$ cat config.mk
export PLATFORM = sky130hd
export DESIGN_NAME = phy_mgmt_config_control
export DESIGN_NICKNAME = d
export VERILOG_FILES = /design/src/hdl/mdio_frame_engine.v /design/src/hdl/phy_mgmt_config_control.v
export VERILOG_INCLUDE_DIRS = /design/src /design/src/hdl
export SDC_FILE = /design/constraint.sdc
export NUM_CORES = 1
export LEC_CHECK = 0
export ABC_AREA = 1
export ABC_CLOCK_PERIOD_IN_PS = 2610
export CAP_MARGIN = 20
export CORE_MARGIN = 5
export CORE_UTILIZATION = 44
export CTS_CLUSTER_DIAMETER = 120
export DETAILED_ROUTE_END_ITERATION = 12
export DONT_BUFFER_PORTS = 1
export PLACE_DENSITY = 0.69
export SETUP_SLACK_MARGIN = 0.02
export SLEW_MARGIN = 0
export SYNTH_ARGS = -nofsm -noshare
export SYNTH_HDL_FRONTEND = slang
export SYNTH_SLANG_ARGS = --single-unit
$ cat constraint.sdc
create_clock -name pclk -period 2.61 [get_ports pclk]
set_input_delay 0 -clock pclk [delete_from_list [all_inputs] [get_ports pclk]]
set_output_delay 0 -clock pclk [all_outputs]
set_load 0.01 [all_outputs]
$ cat src/hdl/phy_mgmt_map.vh
// Constants of the management and configuration block
`ifndef PHY_MGMT_MAP_VH
`define PHY_MGMT_MAP_VH

// ==========================================================
// Timing
`define PCLK_PERIOD_NS 10
`define HW_RESET_WAIT_NS 1000000
`define SW_RESET_NS 2000
`define MDC_MAX_KHZ 8000
// Cycle counts at the 10 ns clock, sized to their counters
`define HW_RESET_WAIT_CYCLES 20'h186a0
`define SW_RESET_CYCLES 8'hc8

// ==========================================================
// APB word offsets
`define APB_LINE_STAT 8'h00
`define APB_CFG_VIEW 8'h04
`define APB_INT_VIEW 8'h08

// ==========================================================
// Management register numbers
`define MREG_CONTROL 5'h00
`define MREG_STATUS 5'h01
`define MREG_ADVERT 5'h04
`define MREG_INT_ENABLE 5'h12
`define MREG_INT_STATUS 5'h13

// ==========================================================
// Control register bit positions
`define CTL_SW_RESET_BIT 15
`define CTL_LOOPBACK_BIT 14
`define CTL_SPEED_BIT 13
`define CTL_AN_ENABLE_BIT 12
`define CTL_POWER_DOWN_BIT 11
`define CTL_AN_RESTART_BIT 9
`define FULL_DUPLEX_BIT 8

// ==========================================================
// Advertisement, interrupt fields and reset values
`define ADVERTISE_10_HALF_BIT 5
`define ADV_SELECTOR 5'h01
`define ADV_ALL_MODES 4'hf
`define INT_GLOBAL_EN_BIT 1
`define INT_SRC_LSB 4
`define INT_ENABLE_RESET 16'h0000
`define MEM_RESET 16'h0000

// ==========================================================
// Frame layout
`define MDIO_PREAMBLE_BITS 6'h20
`define MDIO_OP_READ 2'h2
`define MDIO_OP_WRITE 2'h1
`define MDIO_HDR_LAST 5'h0c
`define MDIO_DATA_LAST 5'h0f

`endif

$ cat src/hdl/mdio_frame_engine.v
// Serial management frame receiver and read data driver
`timescale 1ns/100ps
`include "phy_mgmt_map.vh"

module mdio_frame_engine (
   // Clock and reset
   input wire pclk,
   input wire presetn,
   // Sampled serial line
   input wire mdc_rise,
   input wire mdio_bit,
   input wire enable,
   input wire [4:0] my_addr,
   // Register side
   input wire [15:0] rd_data,
   output reg rd_req_ff,
   output reg wr_req_ff,
   output reg [4:0] reg_addr_ff,
   output reg [15:0] wr_data_ff,
   // Line drive
   output reg mdio_out_ff,
   output reg mdio_oe_ff
);

localparam S_PRE = 5'b00001;
localparam S_HDR = 5'b00010;
localparam S_TA = 5'b00100;
localparam S_RD = 5'b01000;
localparam S_WR = 5'b10000;

reg [4:0] state_ff;
reg [4:0] cnt_ff;
reg [5:0] ones_ff;
reg [15:0] shift_ff;
reg [15:0] dat_ff;
reg hit_ff;
reg is_rd_ff;
wire [12:0] hdr = {shift_ff[11:0], mdio_bit};
wire hdr_ok = hdr[12] && (hdr[9:5] == my_addr) && enable;

// ==========================================================
// Frame sequencer
always @(posedge pclk or negedge presetn) begin
   if (!presetn) begin
      state_ff <= S_PRE;
      cnt_ff <= 5'h00;
      ones_ff <= 6'h00;
      shift_ff <= 16'h0000;
      dat_ff <= 16'h0000;
      hit_ff <= 1'b0;
      is_rd_ff <= 1'b0;
      rd_req_ff <= 1'b0;
      wr_req_ff <= 1'b0;
      reg_addr_ff <= 5'h00;
      wr_data_ff <= 16'h0000;
      mdio_out_ff <= 1'b0;
      mdio_oe_ff <= 1'b0;
   end else begin
      rd_req_ff <= 1'b0;
      wr_req_ff <= 1'b0;
      if (rd_req_ff) begin
         dat_ff <= rd_data;
      end
      if (!enable) begin
         // Refused access: line released, frame dropped
         state_ff <= S_PRE;
         ones_ff <= 6'h00;
         mdio_oe_ff <= 1'b0;
      end else if (mdc_rise) begin
         case (state_ff)
            S_PRE: begin
               if (mdio_bit) begin
                  if (ones_ff != `MDIO_PREAMBLE_BITS) begin
                     ones_ff <= ones_ff + 6'h01;
                  end
               end else if (ones_ff == `MDIO_PREAMBLE_BITS) begin
                  state_ff <= S_HDR;
                  cnt_ff <= 5'h00;
               end else begin
                  ones_ff <= 6'h00;
               end
            end
            S_HDR: begin
               shift_ff <= {shift_ff[14:0], mdio_bit};
               cnt_ff <= cnt_ff + 5'h01;
               if (cnt_ff == `MDIO_HDR_LAST) begin
                  state_ff <= S_TA;
                  cnt_ff <= 5'h00;
                  reg_addr_ff <= hdr[4:0];
                  is_rd_ff <= (hdr[11:10] == `MDIO_OP_READ);
                  hit_ff <= hdr_ok && ((hdr[11:10] == `MDIO_OP_READ) ||
                                       (hdr[11:10] == `MDIO_OP_WRITE));
                  rd_req_ff <= hdr_ok && (hdr[11:10] == `MDIO_OP_READ);
               end
            end
            S_TA: begin
               cnt_ff <= cnt_ff + 5'h01;
               if (cnt_ff == 5'h00) begin
                  // Second turnaround bit driven low on a read
                  mdio_oe_ff <= hit_ff && is_rd_ff;
                  mdio_out_ff <= 1'b0;
               end else begin
                  state_ff <= is_rd_ff ? S_RD : S_WR;
                  cnt_ff <= 5'h00;
                  mdio_out_ff <= dat_ff[15];
                  dat_ff <= {dat_ff[14:0], 1'b0};
               end
            end
            S_RD: begin
               cnt_ff <= cnt_ff + 5'h01;
               mdio_out_ff <= dat_ff[15];
               dat_ff <= {dat_ff[14:0], 1'b0};
               if (cnt_ff == `MDIO_DATA_LAST) begin
                  mdio_oe_ff <= 1'b0;
                  state_ff <= S_PRE;
                  ones_ff <= 6'h00;
               end
            end
            S_WR: begin
               cnt_ff <= cnt_ff + 5'h01;
               shift_ff <= {shift_ff[14:0], mdio_bit};
               if (cnt_ff == `MDIO_DATA_LAST) begin
                  wr_data_ff <= {shift_ff[14:0], mdio_bit};
                  wr_req_ff <= hit_ff;
                  state_ff <= S_PRE;
                  ones_ff <= 6'h00;
               end
            end
            default: begin
               state_ff <= S_PRE;
               ones_ff <= 6'h00;
            end
         endcase
      end
   end
end

endmodule // mdio_frame_engine

$ cat src/hdl/phy_mgmt_config_control.v
// Management port, strap loading, resets, power-down and interrupt pin control
// Behaviour
// - Register set of 32 registers, 16 bits each, bits numbered 0 to 15.
// - Management-disable high: serial reads and writes ignored, straps configure.
// - Management-disable low: serial reads and writes accepted, straps not controlling.
// - Address-select pin sets the device address bit.
// - Interrupt pin driven low only while enable bit 18.1 is one.
// - Register 19 status set by masked events: autoneg done, speed, duplex, link.
// - Power-up, reset, link failure: line set from configuration bits.
// - Management mode: straps load defaults, then serial writes control them.
// - Hardware mode: serial writes rejected, straps set registers at hardware reset.
// - Forced modes run at once; autoneg enable starts negotiation.
// - Power-down pin high: port stopped, pads tri-stated, register access refused.
// - Bit 0.11 shuts the port down, registers remain accessible.
// - Hardware reset samples straps into autoneg and speed configuration.
// - Software reset restores values latched at last hardware reset.
// - Registers unavailable for 1 ms after hardware reset release.
// - Software reset keeps reads working, bit 0.15 clears at completion.
// - Strap 1 low: autoneg off, strap 2 speed, strap 3 duplex.
// - Strap 1 high: autoneg on, speed 100, straps 2,3 pick advertisement.
`timescale 1ns/100ps
`include "phy_mgmt_map.vh"

module phy_mgmt_config_control #(
   parameter [19:0] HW_WAIT_CYC =
      `HW_RESET_WAIT_CYCLES,
   parameter [3:0] PHY_ADDR_HI = 4'h0
) (
   // Clock and reset
   input wire pclk,
   input wire presetn,
   // APB slave
   input wire psel,
   input wire penable,
   input wire pwrite,
   input wire [7:0] paddr,
   input wire [31:0] pwdata,
   output reg [31:0] prdata,
   output reg pready,
   output reg pslverr,
   // Management pins
   input wire mdc,
   input wire mdio_in,
   output wire mdio_out,
   output wire mdio_oe,
   input wire mgmt_port_disable_pin,
   input wire chip_address_select_pin,
   input wire hard_power_down_pin,
   input wire led_strap_pin_1,
   input wire led_strap_pin_2,
   input wire led_strap_pin_3,
   output reg interrupt_request_pin_n,
   // Line control
   output reg port_enable,
   output reg line_speed_100,
   output reg line_full_duplex,
   output reg autoneg_enable,
   output reg autoneg_start,
   output reg pads_tristate,
   output reg regs_ready
);

localparam [7:0] SW_RESET_CYC =
   `SW_RESET_CYCLES;

// ==========================================================
// Pin synchronisers
wire [7:0] raw_in = {mdc, mdio_in, mgmt_port_disable_pin, chip_address_select_pin,
                     hard_power_down_pin, led_strap_pin_3, led_strap_pin_2,
                     led_strap_pin_1};
reg [7:0] meta_ff;
reg [7:0] sync_ff;
reg mdc_last_ff;

genvar g;
generate
   for (g = 0; g < 8; g = g + 1) begin : g_sync
      always @(posedge pclk or negedge presetn) begin
         if (!presetn) begin
            meta_ff[g] <= 1'b0;
            sync_ff[g] <= 1'b0;
         end else begin
            meta_ff[g] <= raw_in[g];
            sync_ff[g] <= meta_ff[g];
         end
      end
   end
endgenerate

wire mdc_s = sync_ff[7];
wire mdio_s = sync_ff[6];
wire mdis_s = sync_ff[5];
wire addr_s = sync_ff[4];
wire pd_s = sync_ff[3];
wire [2:0] strap_s = sync_ff[2:0];

wire mdc_rise = mdc_s & ~mdc_last_ff;

// ==========================================================
// Strap decode
function [15:0] ctl_from_strap;
   input [2:0] s;
   begin
      ctl_from_strap = 16'h0000;
      ctl_from_strap[`CTL_AN_ENABLE_BIT] = s[0];
      ctl_from_strap[`CTL_SPEED_BIT] = s[0] | s[1];
      ctl_from_strap[`FULL_DUPLEX_BIT] = s[2];
   end
endfunction

function [3:0] adv_from_strap;
   input [2:0] s;
   begin
      if (s[0]) begin
         adv_from_strap = {s[2], 1'b1, s[1] & s[2], s[1]};
      end else begin
         adv_from_strap = `ADV_ALL_MODES;
      end
   end
endfunction

// ==========================================================
// State
reg hw_busy_ff;
reg [19:0] hw_cnt_ff;
reg [2:0] strap_ff;
reg sw_busy_ff;
reg [7:0] sw_cnt_ff;
reg [15:0] ctl_ff;
reg [3:0] adv_ff;
reg [15:0] int_en_ff;
reg [3:0] int_st_ff;
reg [3:0] line_stat_ff;
reg [3:0] stat_prev_ff;
reg apply_ff;
reg [15:0] mem_ff [0:31];

wire eng_rd;
wire eng_wr;
wire [4:0] eng_addr;
wire [15:0] eng_wdata;
reg [15:0] rd_mux;

wire acc_ok = !hw_busy_ff && !pd_s && !mdis_s;
wire wr_ok = eng_wr && !sw_busy_ff && !mdis_s;
wire wr_ctl = wr_ok && (eng_addr == `MREG_CONTROL);
wire sw_start = wr_ctl && eng_wdata[`CTL_SW_RESET_BIT];
wire sw_end = sw_busy_ff && (sw_cnt_ff == SW_RESET_CYC - 8'h01);
wire hw_end = hw_busy_ff && (hw_cnt_ff == HW_WAIT_CYC - 20'h00001);
wire link_fail = stat_prev_ff[0] && !line_stat_ff[0];
wire st_clr = eng_rd && (eng_addr == `MREG_INT_STATUS);
wire int_act = int_en_ff[`INT_GLOBAL_EN_BIT] && (int_st_ff != 4'h0);

// ==========================================================
// Serial frame engine
// device address
mdio_frame_engine u_engine (
   .pclk(pclk),
   .presetn(presetn),
   .mdc_rise(mdc_rise),
   .mdio_bit(mdio_s),
   .enable(acc_ok),
   .my_addr({PHY_ADDR_HI, addr_s}),
   .rd_data(rd_mux),
   .rd_req_ff(eng_rd),
   .wr_req_ff(eng_wr),
   .reg_addr_ff(eng_addr),
   .wr_data_ff(eng_wdata),
   .mdio_out_ff(mdio_out),
   .mdio_oe_ff(mdio_oe)
);

// ==========================================================
// Read multiplexer
always @* begin
   case (eng_addr)
      `MREG_CONTROL: rd_mux = ctl_ff;
      `MREG_STATUS: rd_mux = {1'b0, 4'hf, 5'h00, line_stat_ff[3], 1'b0, 1'b1,
                              line_stat_ff[0], 1'b0, 1'b1};
      `MREG_ADVERT: rd_mux = {7'h00, adv_ff, `ADV_SELECTOR};
      `MREG_INT_ENABLE: rd_mux = int_en_ff;
      `MREG_INT_STATUS: rd_mux = {8'h00, int_st_ff, 1'b0, int_act, 2'b00};
      default: rd_mux = mem_ff[eng_addr];
   endcase
end

// ==========================================================
// Hardware and software reset sequencing
always @(posedge pclk or negedge presetn) begin
   if (!presetn) begin
      hw_busy_ff <= 1'b1;
      hw_cnt_ff <= 20'h00000;
      strap_ff <= 3'h0;
      sw_busy_ff <= 1'b0;
      sw_cnt_ff <= 8'h00;
      mdc_last_ff <= 1'b0;
   end else begin
      mdc_last_ff <= mdc_s;
      if (hw_busy_ff) begin
         strap_ff <= strap_s;
         hw_cnt_ff <= hw_cnt_ff + 20'h00001;
         if (hw_end) begin
            hw_busy_ff <= 1'b0;
         end
      end
      if (sw_start) begin
         sw_busy_ff <= 1'b1;
         sw_cnt_ff <= 8'h00;
      end else if (sw_busy_ff) begin
         sw_cnt_ff <= sw_cnt_ff + 8'h01;
         if (sw_end) begin
            sw_busy_ff <= 1'b0;
         end
      end
   end
end

// ==========================================================
// Control and advertisement registers
always @(posedge pclk or negedge presetn) begin
   if (!presetn) begin
      ctl_ff <= 16'h0000;
      adv_ff <= `ADV_ALL_MODES;
   end else if (hw_busy_ff) begin
      ctl_ff <= ctl_from_strap(strap_s);
      adv_ff <= adv_from_strap(strap_s);
   end else if (sw_start) begin
      ctl_ff <= ctl_from_strap(strap_ff) | (16'h0001 << `CTL_SW_RESET_BIT);
      adv_ff <= adv_from_strap(strap_ff);
   end else if (sw_end) begin
      ctl_ff[`CTL_SW_RESET_BIT] <= 1'b0;
   end else if (wr_ctl) begin
      ctl_ff <= eng_wdata;
   end else begin
      ctl_ff[`CTL_AN_RESTART_BIT] <= 1'b0;
      if (wr_ok && (eng_addr == `MREG_ADVERT)) begin
         adv_ff <= eng_wdata[8:`ADVERTISE_10_HALF_BIT];
      end
   end
end

// ==========================================================
// General register storage
// 32 words
generate
   for (g = 0; g < 32; g = g + 1) begin : g_mem
      always @(posedge pclk or negedge presetn) begin
         if (!presetn) begin
            mem_ff[g] <= `MEM_RESET;
         end else if (sw_start) begin
            mem_ff[g] <= `MEM_RESET;
         end else if (wr_ok && (eng_addr == g)) begin
            mem_ff[g] <= eng_wdata;
         end
      end
   end
endgenerate

// ==========================================================
// Interrupt enable and status
wire [3:0] evt = {line_stat_ff[3] & ~stat_prev_ff[3],
                  line_stat_ff[1] ^ stat_prev_ff[1],
                  line_stat_ff[2] ^ stat_prev_ff[2],
                  line_stat_ff[0] ^ stat_prev_ff[0]};

always @(posedge pclk or negedge presetn) begin
   if (!presetn) begin
      int_en_ff <= `INT_ENABLE_RESET;
      int_st_ff <= 4'h0;
      stat_prev_ff <= 4'h0;
      interrupt_request_pin_n <= 1'b1;
   end else begin
      stat_prev_ff <= line_stat_ff;
      if (sw_start) begin
         int_en_ff <= `INT_ENABLE_RESET;
      end else if (wr_ok && (eng_addr == `MREG_INT_ENABLE)) begin
         int_en_ff <= eng_wdata;
      end
      // masked set wins over read clear
      int_st_ff <= ((st_clr | sw_start) ? 4'h0 : int_st_ff) |
                   (evt & int_en_ff[`INT_SRC_LSB + 3:`INT_SRC_LSB]);
      interrupt_request_pin_n <= !(int_act && !pd_s);
   end
end

// ==========================================================
// Line configuration outputs
always @(posedge pclk or negedge presetn) begin
   if (!presetn) begin
      apply_ff <= 1'b0;
      port_enable <= 1'b0;
      line_speed_100 <= 1'b0;
      line_full_duplex <= 1'b0;
      autoneg_enable <= 1'b0;
      autoneg_start <= 1'b0;
      pads_tristate <= 1'b0;
      regs_ready <= 1'b0;
   end else begin
      apply_ff <= hw_end || sw_end || link_fail || (wr_ctl && !sw_start);
      autoneg_start <= 1'b0;
      if (apply_ff) begin
         line_speed_100 <= ctl_ff[`CTL_SPEED_BIT];
         line_full_duplex <= ctl_ff[`FULL_DUPLEX_BIT];
         autoneg_enable <= ctl_ff[`CTL_AN_ENABLE_BIT];
         autoneg_start <= ctl_ff[`CTL_AN_ENABLE_BIT];
      end else if (ctl_ff[`CTL_AN_RESTART_BIT] && ctl_ff[`CTL_AN_ENABLE_BIT]) begin
         autoneg_start <= 1'b1;
      end
      port_enable <= !pd_s && !ctl_ff[`CTL_POWER_DOWN_BIT] && !hw_busy_ff &&
                     !sw_busy_ff;
      pads_tristate <= pd_s;
      regs_ready <= acc_ok;
   end
end

// ==========================================================
// APB slave, zero wait states
wire apb_setup = psel && !penable;
wire apb_wr = psel && penable && pwrite && pready;

always @(posedge pclk or negedge presetn) begin
   if (!presetn) begin
      pready <= 1'b0;
      pslverr <= 1'b0;
      prdata <= 32'h00000000;
      line_stat_ff <= 4'h0;
   end else begin
      pready <= apb_setup;
      pslverr <= 1'b0;
      if (apb_wr && (paddr == `APB_LINE_STAT)) begin
         line_stat_ff <= pwdata[3:0];
      end
      if (apb_setup) begin
         prdata <= 32'h00000000;
         case (paddr)
            `APB_LINE_STAT: begin
               if (!pwrite) begin
                  prdata <= {28'h0000000, line_stat_ff};
               end
            end
            `APB_CFG_VIEW: begin
               if (!pwrite) begin
                  prdata <= {12'h000, pd_s, sw_busy_ff, hw_busy_ff, mdis_s, ctl_ff};
               end
               pslverr <= pwrite;
            end
            `APB_INT_VIEW: begin
               if (!pwrite) begin
                  prdata <= {8'h00, int_st_ff, 1'b0, int_act, 2'b00, int_en_ff};
               end
               pslverr <= pwrite;
            end
            default: begin
               pslverr <= 1'b1;
            end
         endcase
      end
   end
end

endmodule // phy_mgmt_config_control

==> results.sh <==
export IMPL_result_of_the_run="finished with violations"
export IMPL_violated_checks="hold timing, slew limit"
export IMPL_post_cts_buffers=0
export IMPL_placed_cells=4595
export IMPL_timing_setup_tns_ns=0
export IMPL_power_density_nw_per_um2=608
export IMPL_multi_input_area_um2=11700
export IMPL_drc_violation_count_after_routing=0
export IMPL_first_global_vias=25088
export IMPL_gr_usage_total_pct=24.0
export IMPL_number_of_synthesized_flops_with_an_enable_pin=0
export IMPL_routed_wire_length_per_instance_um=19.7
export IMPL_drt_initial_drc_count=3158
export IMPL_relSlewSlack_pct=-58.8
export IMPL_detail_route_vias_per_cell=5.51
export IMPL_cts_tree="done"
export IMPL_rsz_0062_raised_after_global_routing="true"
export IMPL_finalHoldViolations=696
export IMPL_drive_gt1_share_pct=8.37
export IMPL_hold_fix_buffer_count_after_cts=36
export IMPL_yosys_area_share_xor_xnor_pct=0.449
export IMPL_final_setup_viol_count=0
export IMPL_clock_skew_ns=0.0158
export IMPL_power_static_leakage_nw=16.4
export IMPL_timing_rr_start="sw_busy_ff"
export IMPL_diodes=0
export IMPL_register_to_register_setup_slack_ns=0.15
export IMPL_detail_route_antenna_nets=0
export IMPL_use_met3_pct=5.36
export IMPL_grt_first_pass_wirelength_mm=147
export IMPL_synthTopCellsByCount="1231 x nand2_1, 696 x dfrtp_1, 631 x o21ai_0"
export IMPL_cts_inserted_buffers=73
export IMPL_r2r_cells=10
export IMPL_grt_busiest_layer="met2"
export IMPL_grt_start_max_net_pins=704
export IMPL_postSynthAreaPerCell_um2=8.35
export IMPL_cp_launch_type="flop"
export IMPL_global_routing_usage_on_met2_pct=36.5
export IMPL_clock_sink_count=703
export IMPL_place_port_buffers=0
export IMPL_worstSetupEndpoint="mem_ff[128]"
export IMPL_worst_setup_path_type="flop to flop"
export IMPL_antenna_found_initial=1
export IMPL_irDropWorstVdd_mv=0.458
export IMPL_synthDistinctLibCells=51
export IMPL_totalWireLength_mm=93.7
export IMPL_fp_coreArea_um2=70100
export IMPL_worst_path_max_fanout=28
export IMPL_grt_use_met1_pct=33.9
export IMPL_post_synth_top_count_cell="nand2_1"
export IMPL_floorplan_initialDensity_pct=44.5
export IMPL_maxcap_viol_count=0
export IMPL_synth_seq_cells=703
export IMPL_setup_worst_path_end_class="flop"
export IMPL_final_min_period_over_clock_period_pct=94.4
export IMPL_synth_area_in_compound_gates_pct=16.0
export IMPL_hp_class="primary input to async pin"
export IMPL_ctsLongestPathBuffers=3
export IMPL_synth_seq_area_share_pct=56.4
export IMPL_fp_dieW_um=276
export IMPL_synth_area_um2=31200
export IMPL_ys_async_sr_fraction_pct=100
export IMPL_chipHeight_um=276
export IMPL_globalRoute_totalOverflow=0
export IMPL_ff_latch_area_um2=17600
export IMPL_synthAdderAreaFrac_pct=0.361
export IMPL_post_synth_top_area_fraction_pct=55.8
export IMPL_firstDrtPassIters=6
export IMPL_gpl_final_weighted_congestion=0.938
export IMPL_worst_setup_hold_path_clk_slew_ns=0.06
export IMPL_vias=26252
export IMPL_gate_count_of_the_mapped_netlist=3737
export IMPL_area_delta_synth_final_pct=14.0
export IMPL_largest_family_of_logic_cells_by_synthesized_area="simple AND/OR/NAND/NOR gates"
export IMPL_final_period_minus_worst_setup_slack_ns=2.46
export IMPL_synthesis_yosys_warnings=0
export IMPL_required_ns=3.13
export IMPL_std_cell_rows=97
export IMPL_timing_hold_ws_ns=-0.814
export IMPL_max_slew_worst_pin_slew_ns=2.38
export IMPL_clk_latency_ns=0.62
export IMPL_rr_endpoint="mem_ff[128]"
export IMPL_timing_max_transition_violations_final=439
export IMPL_clock_fmax_mhz=406
export IMPL_io_pin_count=97
export IMPL_final_instance_count_excl_fill=4762
export IMPL_h_tree_depth=3
export IMPL_cp_arrival_ns=2.99
export IMPL_fillerInstances=6562
export IMPL_nets=3829
export IMPL_clock_root_buffer="clkbuf_16"
export IMPL_yosys_mux_area_fraction_pct=0.0361
export IMPL_post_synth_and_or_nand_nor_area_fraction_pct=20.2
export IMPL_synth_area_leaders="dfrtp_1 56%, nand2_1 15%, o21ai_0 10%, inv_1 3.2%, clkbuf_1 2.0%"
export IMPL_detailedPlacementHpwl_mm=59.7
export IMPL_synth_largest_area_cell="dfrtp_1"
export IMPL_fp_dieArea_um2=76300
export IMPL_worstSetupStartpoint="sw_busy_ff"
export IMPL_yosys_most_used_dff="dfrtp_1"
==> cell usage in the layout (no fill, tap or decap), types with 8 or more instances in the layout <==
master and instances:
a21oi_1 89, a21oi_2 18, a22o_1 12, a22oi_1 54
and2_1 11, buf_12 13, buf_4 128, clkbuf_1 18
clkbuf_16 77, clkbuf_8 19, conb_1 8, dfrtp_1 695
dlygate4sd3_1 36, ha_1 9, inv_1 261, inv_2 9
nand2_1 1230, nand3_1 69, nand4_1 60, nor2_1 147
nor3_1 28, o2111ai_1 9, o21ai_0 631, o21ai_1 31
o22ai_1 45, xor2_1 9
==> how the worst min path moves through the flow <==
| stage | to | slack, ns |
|---|---|---|
| 2_1_floorplan | addr_s | -0.30 |
| 3_3_place_gp | mem_ff[59] | -0.20 |
| 3_5_place_dp | mem_ff[59] | -0.21 |
| 4_1_cts | mem_ff[59] | -0.86 |
| 5_1_grt | mem_ff[57] | -0.85 |
| 6_report | mem_ff[57] | -0.81 |
==> report_power, final <==
group	leakage [nW]	switching (mW)	internal (mW)	total, mW
logic	5.46	0.0821	0.0586	0.141
registers	9.72	0.0298	10.9	11.0
clock network	1.19	4.36	6.15	10.5
==> worst max-delay path: stages (launching register included) <==
cell	delay (ns)
dfrtp_1	0.37
inv_2	0.07
nand3_1	0.27
nor2_4	0.07
nand2_4	0.19
nor2_4	0.06
buf_4	0.21
nor2_1	0.52
inv_1	0.18
buf_12	0.23
o21ai_0	0.19
==> metrics by stage <==
stage / hold WS (ns) / worst slack [ns] / power [mW] / utilization [%] / cell area [µm²]
3_5_place_dp: -0.209 / 0.154 / 11.3 / 46.7 / 32700
6_report: -0.814 / 0.146 / 21.6 / 50.7 / 35500
2_1_floorplan: -0.296 / 0.660 / 11.2 / - / 31200
4_1_cts: -0.862 / 0.134 / 21.8 / 50.6 / 35500
5_1_grt: -0.850 / 0.0166 / 22.2 / 50.7 / 35500
3_3_place_gp: -0.197 / 0.201 / 11.3 / 46.7 / 32700
==> cell families after synthesis <==
| kind of cell | count (synthesis) |
|---|---|
| other | 1 |
| buffers and inverters | 508 |
| AOI/OAI and AO/OA | 921 |
| xor gates and xnor gates | 16 |
| adders and majority gates | 9 |
| muxes | 1 |
| DFF | 703 |
| and+or+nand+nor | 1578 |
==> state kept, by name, indices dropped and copies added (netlist names), 15 cells and up <==
signal               count
prdata                  24
hw_cnt_ff               20
u_engine.shift_ff       15
int_en_ff               16
u_engine.wr_data_ff     16
u_engine.dat_ff         16
ctl_ff                  16
mem_ff                 496
==> routing by layer <==
| layer | up-vias | share of wire, % |
|---|---|---|
| met4 | 0 | 4.4 |
| met1 | 12689 | 42 |
| met3 | 230 | 9.1 |
| li1 | 12252 | - |
| met2 | 1081 | 44 |
| met5 | - | 0 |
==> layout make-up <==
class / count / area share, %
clock buffer: 114 / 6.35
clock inverter: 16 / 0.436
inverter: 276 / 2.93
multi-input combinational: 2533 / 32.9
sequential: 703 / 49.5
tap: 940 / 3.31
timing repair buffer: 179 / 4.51
timing repair inverter: 1 / 0.0211
==> what timing repair did <==
item	in CTS	in global routing
hold endpoints to repair	741	703
endpoints found under the setup margin	0	13
resized for setup	0	9
Note: power is estimated with default switching activity, not from simulation.
